$ cat config.mk
export PLATFORM = sky130hd
export DESIGN_NAME = pwm_slice_counter_divider
export DESIGN_NICKNAME = d
export VERILOG_FILES = /design/src/include/pwm_pkg.sv /design/src/hdl/pwm_slice_counter_divider.sv
export VERILOG_INCLUDE_DIRS = /design/src /design/src/include
export SDC_FILE = /design/constraint.sdc
export NUM_CORES = 2
export LEC_CHECK = 0
export ABC_AREA = 1
export BUFFER_PORTS_ARGS = -buffer_cell sky130_fd_sc_hd__buf_2
export CAP_MARGIN = 20
export CORE_MARGIN = 1.5
export CORE_UTILIZATION = 40
export CTS_CLUSTER_SIZE = 28
export DETAILED_ROUTE_END_ITERATION = 6
export PLACE_DENSITY = 0.63
export SLEW_MARGIN = 15
export SYNTH_ARGS = -nofsm -noshare
export SYNTH_HDL_FRONTEND = slang
export SYNTH_SLANG_ARGS = --single-unit
export TNS_END_PERCENT = 5
$ cat constraint.sdc
create_clock -name core_clk -period 9.7 [get_ports core_clk]
set_input_delay 1.94 -clock core_clk [delete_from_list [all_inputs] [get_ports core_clk]]
set_output_delay 1.94 -clock core_clk [all_outputs]
set_load 0.01 [all_outputs]
$ cat src/include/pwm_consts.svh
// Register offsets, field positions and reset values for the PWM slice bank
`ifndef PWM_CONSTS_SVH
`define PWM_CONSTS_SVH
// Byte address layout: bit 8 picks the global page, bits 7:5 the slice, bits 4:2 the word
`define PWM_GLB_BIT 8
`define PWM_SL_LSB 5
`define PWM_IDX_MSB 4
`define PWM_IDX_LSB 2
`define PWM_TOP_MSB 11
`define PWM_TOP_LSB 9
// Slice word indices
`define PWM_CSR_IDX 3'h0
`define PWM_DIV_IDX 3'h1
`define PWM_CTR_IDX 3'h2
`define PWM_CC_IDX 3'h3
`define PWM_TOP_IDX 3'h4
// Global word indices
`define PWM_INTR_IDX 3'h0
`define PWM_INTE0_IDX 3'h1
`define PWM_INTF0_IDX 3'h2
`define PWM_INTS0_IDX 3'h3
`define PWM_INTE1_IDX 3'h4
`define PWM_INTF1_IDX 3'h5
`define PWM_INTS1_IDX 3'h6
// Control word fields
`define PWM_CFG_MSB 5
`define PWM_ADV_BIT 6
`define PWM_DIV_MSB 11
// Reset values and fixed figures
`define PWM_TOP_RST 16'hffff
`define PWM_DIV_RST 12'h010
`define PWM_DIV_ONE 13'h0010
`define PWM_CFG_RST 6'h00
`endif

$ cat src/include/pwm_pkg.sv
// Types shared by the PWM slice bank
package pwm_pkg;
    typedef enum logic [1:0] {
        DIV_FREE = 2'b00,
        DIV_B_LEVEL = 2'b01,
        DIV_B_RISE = 2'b10,
        DIV_B_FALL = 2'b11
    } div_mode_e;
    typedef struct packed {
        div_mode_e mode;
        logic inv_b;
        logic inv_a;
        logic phase_corr;
        logic en;
    } slice_cfg_s;
    typedef struct packed {
        logic [15:0] b;
        logic [15:0] a;
    } cmp_s;
    typedef struct packed {
        logic wrap;
        logic down;
        logic [15:0] cnt;
    } step_s;
endpackage : pwm_pkg
$ cat src/hdl/pwm_slice_counter_divider.sv
// Bank of PWM slices with fractional dividers, wrap interrupts and an APB register slave
//
// Decided for this implementation: the register offsets and the APB slave port.
`timescale 1ns/100ps
`include "pwm_consts.svh"

// Summary of operation
// - Free-running mode: divider paces the counter continuously, B pin ignored.
// - Level mode: divider runs only while the B input is high.
// - Rising mode: divider takes one step per rising edge of B.
// - Falling mode: divider takes one step per falling edge of B.
// - Mode codes: 0 free, 1 B level, 2 B rising, 3 B falling.
// - Phase advance moves counter forward one count; bit reads back until done.
// - Free-running counter rate is system clock over the divide value.
// - Gated and edge modes divide qualifying B events by the divide value.
// - Divider is unsigned fixed point: eight integer, four fraction bits.
// - Divider mode resets to free-running.
// - Separate inversion controls for outputs A and B.
// - Phase-correct counter reverses at top; otherwise it wraps to zero.
// - Phase-correct period is twice the wrapping period.
// - Counter counts up to top inclusive then returns to zero.
// - Reset configuration: free-running, divide one, no phase correct, top 0xffff.
// - Counter value is readable at any time.
// - Software clears one slice's pending flag without touching others.
// - Software forces a slice interrupt on a chosen line.
// - Two wrap interrupt lines, each with enable mask and readable status.
// - Raw status read gives one set bit per pending slice.
// - Slice n sits at bit n of every slice mask.
// - Eight slices, each with outputs A and B.
// - Each slice raises its own DMA pacing request.
// - Output deasserts once counter reaches compare, asserted below it.
// - Compare writes buffered to wrap or zero while running, immediate when stopped.
// - Disabled slice halts counter and holds outputs, except that a manual advance still steps both; re-enable resumes.
module pwm_slice_counter_divider #(
    parameter int N_SLICES = 8
) (
    // Clock and reset
    input wire logic core_clk,
    input wire logic arst_n,
    // APB slave
    input wire logic psel,
    input wire logic penable,
    input wire logic pwrite,
    input wire logic [11:0] paddr,
    input wire logic [31:0] pwdata,
    output logic [31:0] prdata,
    output logic pready,
    output logic pslverr,
    // Pins
    input wire logic [N_SLICES-1:0] pin_b_in,
    output logic [N_SLICES-1:0] out_a,
    output logic [N_SLICES-1:0] out_b,
    // Interrupt lines and DMA pacing
    output logic [1:0] irq_wrap,
    output logic [N_SLICES-1:0] dma_req
);
    localparam int SL_W = $clog2(N_SLICES);

    // One counter step; phase-correct dwells once at top and once at zero
    function automatic pwm_pkg::step_s step_f(input pwm_pkg::step_s cur,
                                              input logic [15:0] top,
                                              input logic pc);
        pwm_pkg::step_s r;
        r = cur;
        r.wrap = 1'b0;
        if (!pc) begin
            if (cur.cnt == top) begin
                r.cnt = 16'h0000;
                r.wrap = 1'b1;
            end else begin
                r.cnt = cur.cnt + 16'h0001;
            end
        end else if (!cur.down) begin
            if (cur.cnt == top) begin
                r.down = 1'b1;
            end else begin
                r.cnt = cur.cnt + 16'h0001;
            end
        end else begin
            if (cur.cnt == 16'h0000) begin
                r.down = 1'b0;
                r.wrap = 1'b1;
            end else begin
                r.cnt = cur.cnt - 16'h0001;
            end
        end
        return r;
    endfunction : step_f

    // Bus decode
    wire setup_w = psel & ~penable;
    wire wr_w = psel & penable & pwrite;
    wire glb_w = paddr[`PWM_GLB_BIT];
    wire [2:0] idx_w = paddr[`PWM_IDX_MSB:`PWM_IDX_LSB];
    wire [SL_W-1:0] sl_w = paddr[`PWM_SL_LSB +: SL_W];
    // Upper address bits must be clear, so aliased addresses are refused
    wire hi_zero_w = (paddr[`PWM_TOP_MSB:`PWM_TOP_LSB] == 3'h0) && (paddr[1:0] == 2'h0);
    wire sl_ok_w = ({1'b0, sl_w} < (SL_W + 1)'(N_SLICES)) && (idx_w <= `PWM_TOP_IDX);
    wire glb_ok_w = (idx_w <= `PWM_INTS1_IDX);
    wire map_ok_w = hi_zero_w && (glb_w ? glb_ok_w : sl_ok_w);
    wire glb_wr_w = wr_w && hi_zero_w && glb_w;

    logic [N_SLICES-1:0] intr_reg;
    logic [N_SLICES-1:0] inte0_reg;
    logic [N_SLICES-1:0] inte1_reg;
    logic [N_SLICES-1:0] intf0_reg;
    logic [N_SLICES-1:0] intf1_reg;
    logic [N_SLICES-1:0] wrap_w;
    logic [31:0] sl_rd_w [N_SLICES];
    logic [31:0] prdata_reg;
    logic pslverr_reg;
    logic [1:0] irq_reg;
    logic [N_SLICES-1:0] dreq_reg;

    genvar gi;
    generate
        for (gi = 0; gi < N_SLICES; gi++) begin : g_sl
            pwm_pkg::slice_cfg_s cfg_reg;
            logic adv_reg;
            logic [11:0] div_reg;
            logic [12:0] acc_reg;
            logic [12:0] acc_next;
            logic [15:0] top_reg;
            pwm_pkg::step_s st_reg, st_next;
            pwm_pkg::step_s s1, s2;
            pwm_pkg::cmp_s cc_shadow_reg;
            pwm_pkg::cmp_s cc_live_reg;
            pwm_pkg::cmp_s cc_shadow_next;
            logic b_prev_reg;
            logic a_reg;
            logic bo_reg;
            logic qual;
            logic tick;
            logic do_step;
            logic [12:0] acc_sum;

            wire hit_w = wr_w && hi_zero_w && !glb_w && (sl_w == SL_W'(gi));
            wire wr_csr = hit_w && (idx_w == `PWM_CSR_IDX);
            wire wr_div = hit_w && (idx_w == `PWM_DIV_IDX);
            wire wr_ctr = hit_w && (idx_w == `PWM_CTR_IDX);
            wire wr_cc = hit_w && (idx_w == `PWM_CC_IDX);
            wire wr_top = hit_w && (idx_w == `PWM_TOP_IDX);
            wire b_w = pin_b_in[gi];

            // Event qualification by divider mode
            always_comb begin
                case (cfg_reg.mode)
                    pwm_pkg::DIV_FREE: qual = 1'b1;
                    pwm_pkg::DIV_B_LEVEL: qual = b_w;
                    pwm_pkg::DIV_B_RISE: qual = b_w & ~b_prev_reg;
                    pwm_pkg::DIV_B_FALL: qual = ~b_w & b_prev_reg;
                    default: qual = 1'b0;
                endcase
            end

            // Fractional divider: add one whole-unit step (sixteen sixteenths), emit on reaching the divide value
            assign acc_sum = acc_reg + `PWM_DIV_ONE;
            always_comb begin
                tick = 1'b0;
                acc_next = acc_reg;
                if (cfg_reg.en && qual) begin
                    if (acc_sum >= {1'b0, div_reg}) begin
                        tick = 1'b1;
                        acc_next = acc_sum - {1'b0, div_reg};
                    end else begin
                        acc_next = acc_sum;
                    end
                end
            end

            // Advance and divider step can coincide; apply both so no count is lost
            assign s1 = step_f(st_reg, top_reg, cfg_reg.phase_corr);
            assign s2 = step_f(s1, top_reg, cfg_reg.phase_corr);
            always_comb begin
                st_next = st_reg;
                st_next.wrap = 1'b0;
                if (tick && adv_reg) begin
                    st_next = s2;
                    st_next.wrap = s1.wrap | s2.wrap;
                end else if (tick || adv_reg) begin
                    st_next = s1;
                end
            end
            assign do_step = tick | adv_reg;

            assign cc_shadow_next = wr_cc ? pwdata : cc_shadow_reg;
            // Live compare follows the shadow at each wrap, or at once while stopped
            wire cc_load_w = !cfg_reg.en || st_next.wrap;
            // Pins follow the next count so they change on the same edge as the counter
            wire a_next = (st_next.cnt < cc_live_reg.a) ^ cfg_reg.inv_a;
            wire bo_next = (st_next.cnt < cc_live_reg.b) ^ cfg_reg.inv_b;
            wire pin_upd_w = cfg_reg.en || do_step;

            always_ff @(posedge core_clk or negedge arst_n) begin
                if (!arst_n) begin
                    cfg_reg <= `PWM_CFG_RST;
                    div_reg <= `PWM_DIV_RST;
                    top_reg <= `PWM_TOP_RST;
                    adv_reg <= 1'b0;
                    acc_reg <= '0;
                    // Starts low like the idle pin, so leaving reset shows no false edge
                    b_prev_reg <= 1'b0;
                end else begin
                    if (wr_csr) begin
                        cfg_reg <= pwdata[`PWM_CFG_MSB:0];
                    end
                    if (wr_div) begin
                        div_reg <= pwdata[`PWM_DIV_MSB:0];
                    end
                    if (wr_top) begin
                        top_reg <= pwdata[15:0];
                    end
                    adv_reg <= wr_csr & pwdata[`PWM_ADV_BIT];
                    // A new divide value restarts the fraction; no old remainder carries over
                    acc_reg <= wr_div ? 13'h0000 : acc_next;
                    b_prev_reg <= b_w;
                end
            end

            always_ff @(posedge core_clk or negedge arst_n) begin
                if (!arst_n) begin
                    st_reg <= '0;
                    cc_shadow_reg <= '0;
                    cc_live_reg <= '0;
                end else begin
                    st_reg <= st_next;
                    if (wr_ctr) begin
                        st_reg.cnt <= pwdata[15:0];
                    end
                    cc_shadow_reg <= cc_shadow_next;
                    if (cc_load_w) begin
                        cc_live_reg <= cc_shadow_next;
                    end
                end
            end

            // Halted slice keeps its pins; a manual advance still moves them
            always_ff @(posedge core_clk or negedge arst_n) begin
                if (!arst_n) begin
                    a_reg <= 1'b0;
                    bo_reg <= 1'b0;
                end else if (pin_upd_w) begin
                    a_reg <= a_next;
                    bo_reg <= bo_next;
                end
            end

            assign out_a[gi] = a_reg;
            assign out_b[gi] = bo_reg;
            // Taken from the next state so flag and pacing pulse land with count zero
            assign wrap_w[gi] = st_next.wrap;

            always_comb begin
                case (idx_w)
                    `PWM_CSR_IDX: sl_rd_w[gi] = {25'h000_0000, adv_reg, cfg_reg};
                    `PWM_DIV_IDX: sl_rd_w[gi] = {20'h0_0000, div_reg};
                    `PWM_CTR_IDX: sl_rd_w[gi] = {16'h0000, st_reg.cnt};
                    `PWM_CC_IDX: sl_rd_w[gi] = cc_shadow_reg;
                    `PWM_TOP_IDX: sl_rd_w[gi] = {16'h0000, top_reg};
                    default: sl_rd_w[gi] = 32'h0000_0000;
                endcase
            end
        end
    endgenerate

    // Global write strobes
    wire wr_intr_w = glb_wr_w && (idx_w == `PWM_INTR_IDX);
    wire wr_inte0_w = glb_wr_w && (idx_w == `PWM_INTE0_IDX);
    wire wr_inte1_w = glb_wr_w && (idx_w == `PWM_INTE1_IDX);
    wire wr_intf0_w = glb_wr_w && (idx_w == `PWM_INTF0_IDX);
    wire wr_intf1_w = glb_wr_w && (idx_w == `PWM_INTF1_IDX);

    // Interrupt flags: a wrap in the clearing cycle survives
    wire [N_SLICES-1:0] clr_w = wr_intr_w ? pwdata[N_SLICES-1:0] : '0;
    wire [N_SLICES-1:0] ints0_w = (intr_reg | intf0_reg) & inte0_reg;
    wire [N_SLICES-1:0] ints1_w = (intr_reg | intf1_reg) & inte1_reg;
    wire [1:0] irq_next = {|ints1_w, |ints0_w};

    always_ff @(posedge core_clk or negedge arst_n) begin
        if (!arst_n) begin
            intr_reg <= '0;
            inte0_reg <= '0;
            inte1_reg <= '0;
            intf0_reg <= '0;
            intf1_reg <= '0;
        end else begin
            intr_reg <= (intr_reg & ~clr_w) | wrap_w;
            if (wr_inte0_w) begin
                inte0_reg <= pwdata[N_SLICES-1:0];
            end
            if (wr_inte1_w) begin
                inte1_reg <= pwdata[N_SLICES-1:0];
            end
            // Force bits are plain levels that stay until software writes zero
            if (wr_intf0_w) begin
                intf0_reg <= pwdata[N_SLICES-1:0];
            end
            if (wr_intf1_w) begin
                intf1_reg <= pwdata[N_SLICES-1:0];
            end
        end
    end

    always_ff @(posedge core_clk or negedge arst_n) begin
        if (!arst_n) begin
            irq_reg <= 2'b00;
            dreq_reg <= '0;
        end else begin
            irq_reg <= irq_next;
            dreq_reg <= wrap_w;
        end
    end

    logic [N_SLICES-1:0] glb_rd_w;
    always_comb begin
        case (idx_w)
            `PWM_INTR_IDX: glb_rd_w = intr_reg;
            `PWM_INTE0_IDX: glb_rd_w = inte0_reg;
            `PWM_INTF0_IDX: glb_rd_w = intf0_reg;
            `PWM_INTS0_IDX: glb_rd_w = ints0_w;
            `PWM_INTE1_IDX: glb_rd_w = inte1_reg;
            `PWM_INTF1_IDX: glb_rd_w = intf1_reg;
            `PWM_INTS1_IDX: glb_rd_w = ints1_w;
            default: glb_rd_w = '0;
        endcase
    end

    wire [31:0] rd_sel_w = !map_ok_w ? 32'h0000_0000 :
                           glb_w ? 32'(glb_rd_w) : sl_rd_w[sl_w];

    // Read data is captured in the setup cycle so the access phase needs no wait
    always_ff @(posedge core_clk or negedge arst_n) begin
        if (!arst_n) begin
            prdata_reg <= 32'h0000_0000;
            pslverr_reg <= 1'b0;
        end else if (setup_w) begin
            prdata_reg <= rd_sel_w;
            pslverr_reg <= ~map_ok_w;
        end
    end

    assign prdata = prdata_reg;
    assign pslverr = pslverr_reg;
    // Every access phase completes in one cycle, so the slave never stalls the master
    assign pready = 1'b1;
    assign irq_wrap = irq_reg;
    assign dma_req = dreq_reg;
endmodule : pwm_slice_counter_divider

==> impl_metrics.ini <==
[status]
status = finished, violations left
violations = design-rule violations

[detailed_routing]
drt_first_pass_iters = 7
vias = 87400
post_drt_wl_per_cell_um = 23.9
drtIter0Drc = 12500
routed_via_density = 5.86
wirelength_um = 356000
drc = 14
ant_nets = 0

[floorplanning]
rows = 168
ios = 117
coreArea_mm2 = 0.210
fp.dieH_um = 464
dieArea_mm2 = 0.215
die_w_um = 464
initial_core_util_pct = 40.4

[global_routing]
globalRoute.totalOverflow = 0
grt_pass1_wl_um = 522000
grt_pass1_vias = 78100
grtUsageTotal_pct = 32.0
antenna_found_initial = 42
grt_max_degree = 156

[critical_path]
r2r_cells = 33
critPathKind = reg -> reg
critPathCaptureType = flop
crit_path_start_kind = flop
max_stage_delay_ns = 0.66
critPathMaxFanout = 21
cp_common_cell = nand2_1
required_ns = 10.41
cp.arrival_ns = 7.41
cp_slowest_cell = dfrtp_1

[clock_tree]
numClockSinks = 1139
cts_tree = done
cts_resized = 0
clkLatencyLatePin_ns = 0.80
h-tree-depth = 4
cts_made_buffers = 137
clock_path_buffers = 3
clockRootBuffer = clkbuf_16
ctsHoldBuffers = 0
cts_setup_buffers = 0
cts.clk_slew.worst_paths_ns = 0.06

[yosys]
yosysSeqAreaShare_pct = 33.8
synth-main-ff-cell = dfrtp_1
synth_area_per_cell_um2 = 6.96
synth_warnings = 0
synth_edf_count = 0
synth-xor-area-share_pct = 3.30
synth_top_cell_area_share_pct = 29.6
netlist_instances = 12200
synthAdderAreaFrac_pct = 5.97
async_flop_share_pct = 100
syn_nets = 12600
synth.area.mux_share_pct = 0.159
synth_compound_area_share_pct = 18.8
synth-simple-area-share_pct = 28.3
syn-cell-area_mm2 = 0.0848
synthTopCellsByArea = dfrtp_1 30%, nand2_1 15%, o21ai_0 7.4%
ys_seq_elements = 1139
synth_top_family_by_area = simple AND/OR/NAND/NOR gates
yosys.cell_types.count = 87
yosysTopAreaCell = dfrtp_1

[min_path]
min_path_type = reg -> reg
min_delay_path_depth = 2

[sta]
setup-tns-final_ns = 0
worst_slew_pin_slew_ns = 1.36
setup_ws_ns = 2.99
setup_viol = 0
slew_violations = 0
rsz0062_at_grt = false
finClkSkew_ns = 0.0387
layout_min_cycle_time_ns = 6.71
hold_viol_final = 0
max_freq_mhz = 149
period_share_pct = 69.1
slew_headroom_pct = 9.12

[pwr]
ir_drop_uv = 184
leakage_nw = 42.1
power_density_mw_per_mm2 = 130

[flow_run]
max_cap_violations = 0

[place]
port_buffers = 115
gp_congestion = 1.05
post-dp-hpwl_um = 260000
pre_cts_ws_ns = 2.88

[cells_and_area]
areaGrowthSynthToFinish_pct = 8.60
drive_above_1_share_pct = 9.31
fillCellCount = 21800
nNetsFinal = 12400
power by group:
part,internal [mW],total (mW),switching (mW)
combinational,0.455,1.59,1.14
sequential,4.79,4.86,0.0732
clock,3.22,5.53,2.31
cell type report:
type                       instances  area (um2)  share of cell area (%)
tap                             2805        3510                    3.81
inverter                        1432        5390                    5.85
timing repair buffer             240        1720                    1.87
sequential                      1139       28700                    31.1
antenna                           15        37.5                  0.0407
clock inverter                    63         830                   0.900
multi-input combinational       9038       48000                    52.1
clock buffer                     187        3930                    4.26
cells by family (layout without fill, tap and decap cells):
group / after synthesis / after routing
AND/OR/NAND/NOR: 5555 / 5555
AO/OA/AOI/OAI: 2750 / 2750
other: 1 / 16
XOR/XNOR: 320 / 320
adder cells (fa/ha/maj): 400 / 400
multiplexers: 12 / 12
flip-flops: 1139 / 1139
buffers and inverters: 2008 / 1922
path summary, 6_finish.rpt:
check                                        start                  end  slack, ns
worst max-delay path            g_sl[7].st_reg[13]        g_sl[7].a_reg       2.99
worst max register to register  g_sl[7].st_reg[13]        g_sl[7].a_reg       2.99
max in group asynchronous                   arst_n  g_sl[6].acc_reg[11]       6.61
worst min register to register       g_sl[6].a_reg        g_sl[6].a_reg       0.48
min in group asynchronous                   arst_n           dma_req[0]       1.07
worst min-delay path                 g_sl[6].a_reg        g_sl[6].a_reg       0.48
metrics by stage:
| step | hold slack [ns] | utilization (%) | cells | area [um2] | power (mW) |
|---|---|---|---|---|---|
| global placement | 0.462 | 41.4 | 14600 | 87100 | 6.49 |
| detailed placement | 0.460 | 41.5 | 14600 | 87100 | 6.49 |
| CTS | 0.481 | 43.7 | 14900 | 91900 | 12.0 |
| finish | 0.479 | 43.8 | 14900 | 92100 | 12.0 |
| global route | 0.492 | 43.8 | 14900 | 92100 | 12.3 |
| floorplan | 0.450 | - | 12200 | 84800 | 5.93 |
cell usage after synthesis, drive strengths merged, types with 20 or more instances:
cell / instances
a22oi: 31
nor3: 150
a221oi: 33
clkbuf: 326
buf: 250
nor2: 865
clkinv: 20
a32o: 28
a21oi: 502
o31ai: 30
o221ai: 30
a211oi: 49
inv: 1412
nor4: 47
o22ai: 225
a31oi: 49
dfstp: 136
nand3b: 30
dfrtp: 1003
a22o: 32
nand3: 832
o2111ai: 41
o21ai: 1520
o211ai: 112
xnor2: 21
or2: 31
xor2: 299
ha: 392
nand4: 200
nand2: 3390
cell usage in the layout (no fill, tap or decap), types with 30 or more instances in the layout:
| cell | netlist | routed |
|---|---|---|
| dfrtp_1 | 1003 | 1003 |
| nand2_2 | 77 | 84 |
| a31oi_1 | 46 | 46 |
| nand4_1 | 192 | 192 |
| nor2_4 | 31 | 37 |
| dfstp_2 | 136 | 136 |
| ha_1 | 392 | 392 |
| o211ai_1 | 103 | 103 |
| a21oi_2 | 33 | 33 |
| inv_2 | 125 | 140 |
| o22ai_1 | 224 | 224 |
| clkbuf_16 | 0 | 139 |
| nor4_1 | 32 | 30 |
| buf_4 | 91 | 107 |
| a22oi_1 | 31 | 31 |
| nor2_2 | 40 | 40 |
| nand2_1 | 3295 | 3288 |
| buf_2 | 105 | 115 |
| a221oi_1 | 33 | 33 |
| inv_1 | 1284 | 1267 |
| a211oi_1 | 49 | 48 |
| nor3_1 | 135 | 133 |
| nand3_1 | 810 | 809 |
| o2111ai_1 | 41 | 41 |
| xor2_1 | 299 | 299 |
| nor2_1 | 793 | 787 |
| a21oi_1 | 468 | 468 |
| o21ai_0 | 1257 | 1255 |
| o21ai_1 | 241 | 243 |
| a22o_1 | 32 | 32 |
worst max-delay path: cells and delay by family, from the launching register on:
family	cells	cell delay, ns
AND/OR/NAND/NOR	22	3.19
flip-flops	1	0.66
adder cells (fa/ha/maj)	1	0.32
buffers and inverters	4	0.92
AO/OA/AOI/OAI	6	1.48
metal layers:
metal | global-route usage [%] | share of wire [%] | wire length [um]
met5 | 0 | 0.027 | 97
met4 | 17.5 | 6.6 | 23300
met3 | 7.99 | 12 | 42800
met2 | 46.5 | 41 | 147000
met1 | 43.3 | 40 | 143000
No activity file was read; power rests on OpenSTA's default activity.
